File: src/pkg/dnc_pkg.sv
// constants for the oscillator control register bank
// assumes a byte-wide write-only port with a 4-bit address
package dnc_pkg;

  // ***************************************************************
  // port and register geometry
  // ***************************************************************
  localparam int          DATA_W     = 8;
  localparam int          ADDR_W     = 4;
  localparam int          NUM_REGS   = 15;  // addresses 0..14 store data
  localparam int          FREQ_W     = 48;
  localparam int          SER_W      = 40;

  // ***************************************************************
  // register offsets
  // ***************************************************************
  localparam logic [3:0]  OFS_CF0    = 4'h0;   // centre word, low byte
  localparam logic [3:0]  OFS_CF5    = 4'h5;   // centre word, high byte
  localparam logic [3:0]  OFS_OF0    = 4'h6;   // offset word, low byte
  localparam logic [3:0]  OFS_SER    = 4'hc;   // serial input control
  localparam logic [3:0]  OFS_OSC    = 4'hd;   // oscillator control
  localparam logic [3:0]  OFS_TT     = 4'he;   // test and timing
  localparam logic [3:0]  OFS_COMMIT = 4'hf;   // no storage, commit

  // ***************************************************************
  // reset values
  // ***************************************************************
  localparam logic [7:0]  RST_ZERO   = 8'h00;
  localparam logic [7:0]  RST_CF5    = 8'h40;  // centre word = 1/4 rate
  localparam logic [7:0]  RST_SER    = 8'h01;
  localparam logic [7:0]  RST_OSC    = 8'hf8;
  localparam logic [7:0]  RST_TT     = 8'h10;

  // ***************************************************************
  // field positions
  // ***************************************************************
  localparam int          SER_LEN_HI   = 7;
  localparam int          SER_LEN_LO   = 5;
  localparam int          SER_SYNC_EARLY = 4;
  localparam int          SER_SYNC_LOW = 3;
  localparam int          SER_CLK_FALL = 2;
  localparam int          SER_LSB_FIRST = 1;
  localparam int          SER_CF_EN    = 0;
  localparam int          OSC_RSVD_HI  = 7;
  localparam int          OSC_SER_EN   = 6;
  localparam int          OSC_FB_EN    = 5;
  localparam int          OSC_RSVD_LO_HI = 4;
  localparam logic [4:0]  OSC_RSVD_LO_RST = 5'b1_1000;
  localparam int          TT_TIM_HI    = 5;
  localparam int          TT_TIM_LO    = 4;

  // ***************************************************************
  // serial word length codes
  // ***************************************************************
  localparam logic [2:0]  LEN_32     = 3'h3;
  localparam logic [2:0]  LEN_24     = 3'h2;
  localparam logic [2:0]  LEN_16     = 3'h1;
  localparam logic [2:0]  LEN_8      = 3'h0;

  // reset value of one stored byte address
  function automatic logic [7:0] reg_reset(input int idx);
    case (idx)
      5:       return RST_CF5;
      12:      return RST_SER;
      13:      return RST_OSC;
      14:      return RST_TT;
      default: return RST_ZERO;
    endcase
  endfunction : reg_reset

endpackage : dnc_pkg

File: src/hw/dnc_hold_reg.sv
// one holding register and its active copy
// assumes writes and commit are qualified one-cycle levels on clk
`timescale 1ns/1ps
module dnc_hold_reg
#(
  parameter int         WIDTH = 8,
  parameter logic [7:0] RESET = 8'h00
)
(
  input  wire logic             clk,
  input  wire logic             rst,
  input  wire logic             ce,
  input  wire logic             wr_en,
  input  wire logic [WIDTH-1:0] wr_data,
  input  wire logic             commit,
  output logic      [WIDTH-1:0] hold_q,
  output logic      [WIDTH-1:0] active_q
);

  // the reset value parameter is one byte wide, so wider is refused
  if (WIDTH < 1 || WIDTH > 8)
  begin : g_bad_width
    $error("dnc_hold_reg: WIDTH must be 1 to 8");
  end

  logic [WIDTH-1:0] hold_r;
  logic [WIDTH-1:0] active_r;

  // ***************************************************************
  // holding side takes the host byte, active side takes the commit
  // ***************************************************************
  // commit copies the old holding byte, so a same-cycle write waits
  // for the next commit rather than racing through
  always_ff @(posedge clk)
  begin
    if (rst)
    begin
      hold_r   <= RESET[WIDTH-1:0];
      active_r <= RESET[WIDTH-1:0];
    end
    else if (ce)
    begin
      if (wr_en)
        hold_r <= wr_data;
      if (commit)
        active_r <= hold_r;
    end
  end

  assign hold_q   = hold_r;
  assign active_q = active_r;

endmodule : dnc_hold_reg

File: src/hw/dnc_ctrl.sv
// control register bank and phase accumulator feed of the oscillator
// assumes the host port pins are synchronous to clk and that the
// serial receiver delivers its word right-justified on ser_word
//
// Behaviour
// - shift-order bit clear means MSB first, set LSB first; resets clear.
// - centre enable clear zeros centre word into accumulator; resets set.
// - disabling centre path leaves the stored centre word untouched.
// - after reset the centre word yields output at one quarter clock.
// - oscillator control resets F8h; reserved bits kept as written.
// - bit 6 gates serial word into accumulator, storage untouched; resets set.
// - bit 5 clear stops accumulator feedback; set accumulates; resets set.
// - test bits 5:4 pick converter timing, reset 01b, host writes 11b/00b.
// - a write to address 15 commits exactly like the commit pin.
// - serial length code aligns the word to the top of the centre word.
`timescale 1ns/1ps
module dnc_ctrl
#(
  parameter int FREQ_W = dnc_pkg::FREQ_W,
  parameter int SER_W  = dnc_pkg::SER_W
)
(
  input  wire logic              clk,
  input  wire logic              rst,
  input  wire logic              ce,
  // host parallel port, write only
  input  wire logic              wr_strobe,
  input  wire logic              wr_en_n,
  input  wire logic [3:0]        addr,
  input  wire logic [7:0]        wdata,
  input  wire logic              commit_n,
  // frequency inputs from neighbouring logic
  input  wire logic [SER_W-1:0]  ser_word,
  input  wire logic              offset_path_en,
  // serial receiver configuration
  output logic [2:0]             ser_len_code,
  output logic                   ser_sync_early,
  output logic                   ser_sync_act_low,
  output logic                   ser_clk_fall,
  output logic                   ser_lsb_first,
  // converter timing
  output logic [1:0]             dac_timing_sel,
  // data path view
  output logic [FREQ_W-1:0]      centre_freq_word,
  output logic [FREQ_W-1:0]      freq_sum,
  output logic [FREQ_W-1:0]      phase_acc,
  output logic                   commit_seen
);

  // ***************************************************************
  // elaboration checks
  // ***************************************************************
  // the byte map is fixed at six bytes per frequency word
  if (FREQ_W != 48)
  begin : g_bad_freq
    $error("dnc_ctrl: FREQ_W must be 48");
  end
  if (SER_W != 40)
  begin : g_bad_ser
    $error("dnc_ctrl: SER_W must be 40");
  end

  // ***************************************************************
  // host port decode
  // ***************************************************************
  logic        wr_take;
  logic        wr_commit_addr;
  logic        commit_pin;
  logic        commit_now;
  logic [14:0] wr_sel;

  // a write is a strobe cycle with the enable low
  assign wr_take        = wr_strobe & ~wr_en_n;
  // the top address has no storage and only commits, data ignored
  assign wr_commit_addr = wr_take & (addr == dnc_pkg::OFS_COMMIT);
  assign commit_pin     = ~commit_n;
  // either source gives the very same action
  assign commit_now     = commit_pin | wr_commit_addr;

  // one-hot byte select for the stored addresses
  genvar gi;
  generate
    for (gi = 0; gi < dnc_pkg::NUM_REGS; gi++)
    begin : g_sel
      assign wr_sel[gi] = wr_take & (addr == 4'(gi));
    end
  endgenerate

  // ***************************************************************
  // holding and active registers
  // ***************************************************************
  logic [7:0] hold_b   [0:14];
  logic [7:0] active_b [0:14];

  // each stored byte is a holding/active pair; all pairs share one
  // commit so the data path sees a whole new set in a single cycle
  generate
    for (gi = 0; gi < dnc_pkg::NUM_REGS; gi++)
    begin : g_reg
      dnc_hold_reg
      #(
        .WIDTH (8),
        .RESET (dnc_pkg::reg_reset(gi))
      )
      u_reg
      (
        .clk      (clk),
        .rst      (rst),
        .ce       (ce),
        .wr_en    (wr_sel[gi]),
        .wr_data  (wdata),
        .commit   (commit_now),
        .hold_q   (hold_b[gi]),
        .active_q (active_b[gi])
      );
    end
  endgenerate

  // ***************************************************************
  // active word assembly
  // ***************************************************************
  logic [FREQ_W-1:0] cf_word;
  logic [FREQ_W-1:0] of_word;
  logic [7:0]        ser_ctl;
  logic [7:0]        osc_ctl;
  logic [7:0]        tt_ctl;
  logic [4:0]        osc_rsvd_lo;
  logic              osc_rsvd_hi;

  // byte 5 resets to 40h, so the word is 2^46: a quarter turn per clock
  assign cf_word = {active_b[5], active_b[4], active_b[3],
                    active_b[2], active_b[1], active_b[0]};
  assign of_word = {active_b[11], active_b[10], active_b[9],
                    active_b[8],  active_b[7],  active_b[6]};
  assign ser_ctl = active_b[12];
  assign osc_ctl = active_b[13];
  assign tt_ctl  = active_b[14];

  // reserved fields are stored as written and drive nothing; reset
  // gives F8h and the host is expected to write them back unchanged
  assign osc_rsvd_hi = osc_ctl[dnc_pkg::OSC_RSVD_HI];
  assign osc_rsvd_lo = osc_ctl[dnc_pkg::OSC_RSVD_LO_HI:0];

  // ***************************************************************
  // control fields
  // ***************************************************************
  logic       cf_en;
  logic       ser_en;
  logic       fb_en;
  logic [2:0] len_code;

  assign cf_en    = ser_ctl[dnc_pkg::SER_CF_EN];
  assign ser_en   = osc_ctl[dnc_pkg::OSC_SER_EN];
  assign fb_en    = osc_ctl[dnc_pkg::OSC_FB_EN];
  assign len_code = ser_ctl[dnc_pkg::SER_LEN_HI:dnc_pkg::SER_LEN_LO];

  // ***************************************************************
  // serial word alignment
  // ***************************************************************
  logic [FREQ_W-1:0] ser_aligned;

  // the received bits always land on the top of the centre weighting;
  // any code with the top bit set takes the full 40 bits
  always_comb
  begin
    ser_aligned = '0;
    if (len_code[2])
      ser_aligned = {ser_word[39:0], 8'h00};
    else
    begin
      case (len_code)
        dnc_pkg::LEN_32: ser_aligned = {ser_word[31:0], 16'h0000};
        dnc_pkg::LEN_24: ser_aligned = {ser_word[23:0], 24'h00_0000};
        dnc_pkg::LEN_16: ser_aligned = {ser_word[15:0], 32'h0000_0000};
        dnc_pkg::LEN_8:  ser_aligned = {ser_word[7:0], 40'h00_0000_0000};
        default:         ser_aligned = '0;
      endcase
    end
  end

  // ***************************************************************
  // gated paths into the accumulator
  // ***************************************************************
  logic [FREQ_W-1:0] cf_path;
  logic [FREQ_W-1:0] ser_path;
  logic [FREQ_W-1:0] of_path;
  logic [FREQ_W-1:0] sum_nxt;

  // gating sits after the registers, so a disabled path keeps its
  // stored word and comes back unchanged once re-enabled
  assign cf_path  = cf_en ? cf_word : '0;
  assign ser_path = ser_en ? ser_aligned : '0;
  assign of_path  = offset_path_en ? of_word : '0;
  // modulo wrap is the intended phase behaviour
  assign sum_nxt  = cf_path + ser_path + of_path;

  // ***************************************************************
  // frequency sum and phase accumulator
  // ***************************************************************
  logic [FREQ_W-1:0] freq_sum_r;
  logic [FREQ_W-1:0] freq_sum_nxt;
  logic [FREQ_W-1:0] phase_r;
  logic [FREQ_W-1:0] phase_nxt;
  logic [FREQ_W-1:0] phase_fb;

  assign freq_sum_nxt = sum_nxt;
  // without feedback the accumulator just shows the current sum
  assign phase_fb     = fb_en ? phase_r : '0;
  assign phase_nxt    = phase_fb + freq_sum_r;

  // the sum is registered first so that the adder chain is split in
  // two stages; this costs one cycle of tuning latency
  always_ff @(posedge clk)
  begin
    if (rst)
    begin
      freq_sum_r <= '0;
      phase_r    <= '0;
    end
    else if (ce)
    begin
      freq_sum_r <= freq_sum_nxt;
      phase_r    <= phase_nxt;
    end
  end

  // ***************************************************************
  // registered outputs
  // ***************************************************************
  logic [2:0]        ser_len_r;
  logic              sync_early_r;
  logic              sync_low_r;
  logic              clk_fall_r;
  logic              lsb_first_r;
  logic [1:0]        timing_r;
  logic [FREQ_W-1:0] cf_out_r;
  logic              commit_r;

  // outputs trail the active registers by one cycle; reset values
  // match the active registers' reset values
  always_ff @(posedge clk)
  begin
    if (rst)
    begin
      ser_len_r    <= dnc_pkg::RST_SER[dnc_pkg::SER_LEN_HI:dnc_pkg::SER_LEN_LO];
      sync_early_r <= dnc_pkg::RST_SER[dnc_pkg::SER_SYNC_EARLY];
      sync_low_r   <= dnc_pkg::RST_SER[dnc_pkg::SER_SYNC_LOW];
      clk_fall_r   <= dnc_pkg::RST_SER[dnc_pkg::SER_CLK_FALL];
      lsb_first_r  <= dnc_pkg::RST_SER[dnc_pkg::SER_LSB_FIRST];
      timing_r     <= dnc_pkg::RST_TT[dnc_pkg::TT_TIM_HI:dnc_pkg::TT_TIM_LO];
      cf_out_r     <= {dnc_pkg::RST_CF5, 40'h00_0000_0000};
      commit_r     <= 1'b0;
    end
    else if (ce)
    begin
      ser_len_r    <= len_code;
      sync_early_r <= ser_ctl[dnc_pkg::SER_SYNC_EARLY];
      sync_low_r   <= ser_ctl[dnc_pkg::SER_SYNC_LOW];
      clk_fall_r   <= ser_ctl[dnc_pkg::SER_CLK_FALL];
      lsb_first_r  <= ser_ctl[dnc_pkg::SER_LSB_FIRST];
      // any code is passed through; only 11b and 00b are meaningful
      timing_r     <= tt_ctl[dnc_pkg::TT_TIM_HI:dnc_pkg::TT_TIM_LO];
      cf_out_r     <= cf_word;
      commit_r     <= commit_now;
    end
  end

  assign ser_len_code     = ser_len_r;
  assign ser_sync_early   = sync_early_r;
  assign ser_sync_act_low = sync_low_r;
  assign ser_clk_fall     = clk_fall_r;
  assign ser_lsb_first    = lsb_first_r;
  assign dac_timing_sel   = timing_r;
  assign centre_freq_word = cf_out_r;
  assign freq_sum         = freq_sum_r;
  assign phase_acc        = phase_r;
  assign commit_seen      = commit_r;

endmodule : dnc_ctrl

File: config.mk
export PLATFORM = sky130hd
export DESIGN_NAME = dnc_ctrl
export DESIGN_NICKNAME = d
export VERILOG_FILES = /design/src/pkg/dnc_pkg.sv /design/src/hw/dnc_hold_reg.sv /design/src/hw/dnc_ctrl.sv
export SDC_FILE = /design/constraint.sdc
export NUM_CORES = 1
export LEC_CHECK = 0
export ABC_AREA = 1
export BUFFER_PORTS_ARGS = -buffer_cell sky130_fd_sc_hd__buf_4
export CAP_MARGIN = 20
export CORE_MARGIN = 4
export CORE_UTILIZATION = 25
export CTS_CLUSTER_DIAMETER = 150
export DETAILED_ROUTE_END_ITERATION = 8
export PLACE_DENSITY_LB_ADDON = 0.08
export SLEW_MARGIN = 15
export SYNTH_ARGS = -nofsm -noshare
export SYNTH_HDL_FRONTEND = slang
export SYNTH_SLANG_ARGS = --single-unit
File: constraint.sdc
create_clock -name clk -period 4.25 [get_ports clk]
set_input_delay 0.425 -clock clk [delete_from_list [all_inputs] [get_ports clk]]
set_output_delay 0.425 -clock clk [all_outputs]
set_load 0.03 [all_outputs]
**Yosys cells after proc, flatten, opt, wreduce, memory -nomap -nowiden**

Index checks and enable logic that the tools add are counted.

- Bits in registers: 388
- Input bits: 59
- Output and inout port bits: 154

- $add $sub $neg: 3
- Equal/unequal tests: 18
- Muxes and demuxes: 6
- Bitwise logic cells: 20
- Reductions and logical operators: 18

Operators by type and width:

| operator | number |
|---|---|
| 48-bit 2-to-1 mux | 5 |
| 48-bit case mux with 4 select lines | 1 |
| 48-bit adder | 3 |
| 4-bit equality test, second input constant | 8 |
| 2-bit AND reduction | 16 |
| 1-bit bitwise AND | 17 |
| 4-bit by 3-bit equality test with 1-bit output, second input constant | 4 |
| 4-bit by 2-bit equality test with 1-bit output, second input constant | 2 |
| 3-bit by 2-bit equality test with 1-bit output, second input constant | 2 |
| 4-bit by 1-bit equality test with 1-bit output, second input constant | 1 |
| 4-bit zero test | 1 |
| 3-bit by 1-bit equality test with 1-bit output, second input constant | 1 |
| 3-bit zero test | 1 |
| 1-bit inverter | 2 |
| 1-bit bitwise OR | 1 |

**Longest topological paths before layout**

- Word-level depth: 6
- Mapped depth: 23
- Mapped depth without buffers: 22

**By module**

Synthesis repeated with hierarchy kept, for this count alone.

- Cells, all modules: 4587
- Area, all modules: 27196.1 um^2

By module, submodules not included:

| module | instances | cells each | area an instance (um^2) | sequential area each (um^2) |
|---|---|---|---|---|
| dnc_ctrl | 1 | 3088 | 17085.1 | 3083.0 |
| dnc_hold_reg at g_reg[0].u_reg ... | 11 | 102 | 683.2 | 320.3 |
| dnc_hold_reg at g_reg[12].u_reg ... | 3 | 98 | 659.4 | 320.3 |
| dnc_hold_reg at g_reg[13].u_reg | 1 | 83 | 618.1 | 320.3 |

**Least setup slack after synthesis**

OpenSTA, ideal clock, no wires.

- Path type: register to register
- Start point: reg g_reg[12].u_reg.active_r[7]
- End point: reg freq_sum_r[41] (netlist: freq_sum[41])
- Setup time: 0.109 ns
- Arrival time: 3.046 ns
- Data required time: 4.141 ns
- Path slack: 1.095 ns
- Stages on the path, launching flop included: 19
- Cells stage by stage: dfxtp_1 -> buf_2 -> nor3_4 -> inv_2 -> buf_2 -> o221ai_1 -> o211ai_1 -> fa_1 -> inv_1 -> ha_1 -> nand2_1 -> nor2_1 -> inv_1 -> nor4_1 -> nand2_2 -> nand3_1 -> nand3_1 -> nand2_1 -> inv_1

- Longest elaborated chain between the ends: 6
- Elaborated cells between the ends (all ways): 9
- Those cells by class: 2 x add/sub; 3 x eq/ne; 3 x mux; 1 x reduce/logical

Ends and longest elaborated chain:

| what | RTL line | source |
|---|---|---|
| start: declaration | dnc_hold_reg.sv:27 | `logic [WIDTH-1:0] active_r;` |
| start signal: assignment | dnc_hold_reg.sv:39 | `active_r <= RESET[WIDTH-1:0];` |
| start signal: assignment | dnc_hold_reg.sv:46 | `active_r <= hold_r;` |
| 3-bit by 1-bit equality test with 1-bit output (tied with other cells) | dnc_ctrl.sv:171 | `case (len_code)` |
| 48-bit case mux with 4 select lines | dnc_ctrl.sv:171 |  |
| 48-bit 2-to-1 mux * | dnc_ctrl.sv:167 | `if (len_code[2])` |
| 48-bit 2-to-1 mux * | dnc_ctrl.sv:192 | `assign ser_path = ser_en ? ser_aligned : '0;` |
| 48-bit adder * (2 in series) | dnc_ctrl.sv:195 | `assign sum_nxt = cf_path + ser_path + of_path;` |
| end signal: assignment | dnc_ctrl.sv:222 | `freq_sum_r <= freq_sum_nxt;` |
| end: declaration | dnc_ctrl.sv:200 | `logic [FREQ_W-1:0] freq_sum_r;` |

Every way passes the cells marked *; elsewhere a longest branch is shown, timed or not.
A chain may end at the register's enable or synchronous reset.

**Final worst setup path**

- Start point: reg g_reg[12].u_reg.active_r[7]
- End point: reg freq_sum_r[34] (netlist: freq_sum[34])

Same word-level chain as after synthesis.

==> results_dict.tcl <==
set metrics [dict create \
    core_sq_um 97300 \
    cts_made_buffers 48 \
    slew_headroom 0.427 \
    power_density_nw_per_um2 369 \
    rows 114 \
    finalClockSkew_ns 0.0234 \
    synth_edf_count 0 \
    start_kind "register" \
    drv_slew 0 \
    holdPathStages 2 \
    r2r-start "g_reg[12].u_reg.active_q[7]" \
    synth_ff_type "dfxtp_1" \
    nets 4357 \
    hold_viol 0 \
    totalWireLength_mm 100 \
    first_global_vias 23600 \
    port_buffers 212 \
    grt_usage 0.191 \
    crit_fanout 11 \
    syn-cell-area_sq_um 24600 \
    fin_crit_sh 0.903 \
    drt-vias-per-instance 4.40 \
    die_h_microns 322 \
    post-route-util 0.301 \
    worstRegToRegCells 17 \
    dp_hpwl_mm 78.8 \
    crit_slowest_cell "dfxtp_1" \
    cp-end-kind "register" \
    drt_iter0_drc 1381 \
    layout.cells.non_filler 5471 \
    reg2reg_slack_ns 0.41 \
    crit_start "g_reg[12].u_reg.active_q[7]" \
    regToRegEndpoint "freq_sum[34]" \
    period_needed_ns 3.84 \
    ios 213 \
    cts_resized 0 \
    worstHoldEndpoint "centre_freq_word[24]" \
    cts.sinks 370 \
    slowest_delay_ns 0.55 \
    htreeDepth 2 \
    synthArstFlopShare 0 \
    arrival_ns 4.35 \
    cap_viol_max_count 0 \
    ir_worst_vdd_uv 283 \
    cts_hold_buf 0 \
    hp-class "input pin to register" \
    worst_pin_slew_ns 0.858 \
    drive_gt1_frac 0.121 \
    status "finished, final reports clean" \
    die_w_microns 322 \
    ys_ff_latch 370 \
    start_util 0.253 \
    mostFrequentLayoutCell "nand2_1" \
    drc 0 \
    cts_buffer_depth 3 \
    setup_tns_ns 0 \
    cts_setup_buffers 0 \
    cellLeakagePower_nw 15.6 \
    yosysSeqAreaShare 0.301 \
    syn_inst 3999 \
    ys_types 44 \
    yosys.area.top_type "dfxtp_1" \
    final_cell_mix "nand2_1 (1000), inv_1 (729), nor2_1 (606)" \
    area_delta_synth_final_pct 18.8 \
    setup-violations-final 0 \
    crit_type "register to register" \
    fmax_mhz 260 \
    place.gp.congestion 0.880 \
    grt_pass1_wl_mm 150 \
    hp-start "ce" \
    synth_top_area_share 0.301 \
    crit_required_ns 4.76 \
    die_area_sq_um 104000 \
    vias 24100 \
    grt_max_degree 160 \
    synth_area_leaders "dfxtp_1 (30%), nand2_1 (15%), inv_1 (11%)" \
    synth.net_count 4200 \
    clk_pin_slew_worst_paths_ns 0.07 \
    yosys_warnings 0 \
    ant_nets 0 \
    rsz0062_at_grt "false" \
    cts_tree "yes" \
    antenna_found_initial 1 \
    path_cells "clkinv_1 -> buf_4 -> o21ai_0 -> o221ai_1 -> fa_1 -> inv_1 -> ha_1 -> nand2_1 -> nor2_2 -> inv_2 -> nor2_2 -> and2_2 -> nand3_2 -> nand4_1 -> nand3_1 -> nand2_1 -> inv_1" \
    routedWlPerCell_microns 18.3 \
    grt_overflow_total 0 \
    clk_latency_ns 0.63 \
    placedCellCount 5382 \
    syn_area_per_cell_sq_um 6.16 \
    clock-root-buffer "clkbuf_16" \
    first_pass_iters 5 \
]
how the worst max path moves through the flow:
stage / end / cells after the start / slack, ns
3_5_place_dp: freq_sum[34] / 17 / 0.42
5_1_grt: freq_sum[43] / 17 / 0.09
2_1_floorplan: freq_sum[41] / 18 / 1.10
4_1_cts: freq_sum[34] / 17 / 0.37
3_3_place_gp: freq_sum[34] / 19 / 0.42
6_report: freq_sum[34] / 17 / 0.41
final cells by class:
cell class / instances / area [sq um]
Inverter: 773 / 2910
Clock buffer: 68 / 1410
Tap cell: 1276 / 1600
Antenna cell: 2 / 5.00
Timing Repair Buffer: 239 / 1840
Fill cell: 11100 / 68000
Sequential cell: 370 / 7410
Clock inverter: 19 / 359
Multi-Input combinational cell: 2724 / 13800
layer usage:
metal | up-vias | share of wire | global-route usage
li1 | 12600 | - | -
met1 | 10900 | 0.46 | 0.248
met2 | 402 | 0.48 | 0.332
met3 | 118 | 0.036 | 0.0242
met4 | 0 | 0.027 | 0.0539
met5 | - | 0 | 0
cell families after synthesis:
| family | share of synthesized area |
|---|---|
| AOI/OAI and AO/OA | 0.126 |
| DFF | 0.301 |
| and+or+nand+nor | 0.337 |
| xor gates and xnor gates | 0.0110 |
| adders and majority gates | 0.0846 |
| buffers and inverters | 0.141 |
synthesized netlist by cell type (all sizes together), types with 29 or more instances:
cell type and count:
nand4 35, xor2 29, nand2 1046, clkbuf 76, nor2 685, buf 56
ha 101, o21ai 324, a21oi 180, inv 767, dfxtp 370, fa 41
nand3 183
critical path: cells and delay by family, from the launching register on:
kind                     cells  cell delay, ns
AO/OA/AOI/OAI                2            0.23
adder cells (fa/ha/maj)      2            0.94
buffers and inverters        5            0.75
flip-flops                   1            0.55
AND/OR/NAND/NOR              8            1.23
power breakdown:
part           total [mW]  leakage [nW]  switching [mW]  internal (mW)
sequential           3.84          3.03           0.182           3.66
combinational        2.39          11.7            1.62          0.763
clock                4.56         0.866            1.71           2.85
total                10.8          15.6            3.52           7.27
metrics by stage:
stage               hold WS (ns)  total power [mW]  cell area (sq um)  setup slack, ns
floorplan                  0.429              5.40              24600             1.10
global placement           0.443              6.35              27500            0.421
detailed placement         0.446              6.34              27500            0.421
CTS                        0.144              11.0              29300            0.373
global route               0.207              11.4              29300           0.0878
finish                     0.192              10.8              29300            0.411
sequential cells by signal (all words and copies together) (netlist names):
signal            flops
phase_acc            48
ser_len_code          3
ser_sync_act_low      1
commit_seen           1
g.u_reg.active_q    108
ser_clk_fall          1
ser_lsb_first         1
freq_sum             48
g.u_reg.hold_q      108
centre_freq_word     48
ser_sync_early        1
dac_timing_sel        2
Note: power is estimated with default switching activity, not from simulation.
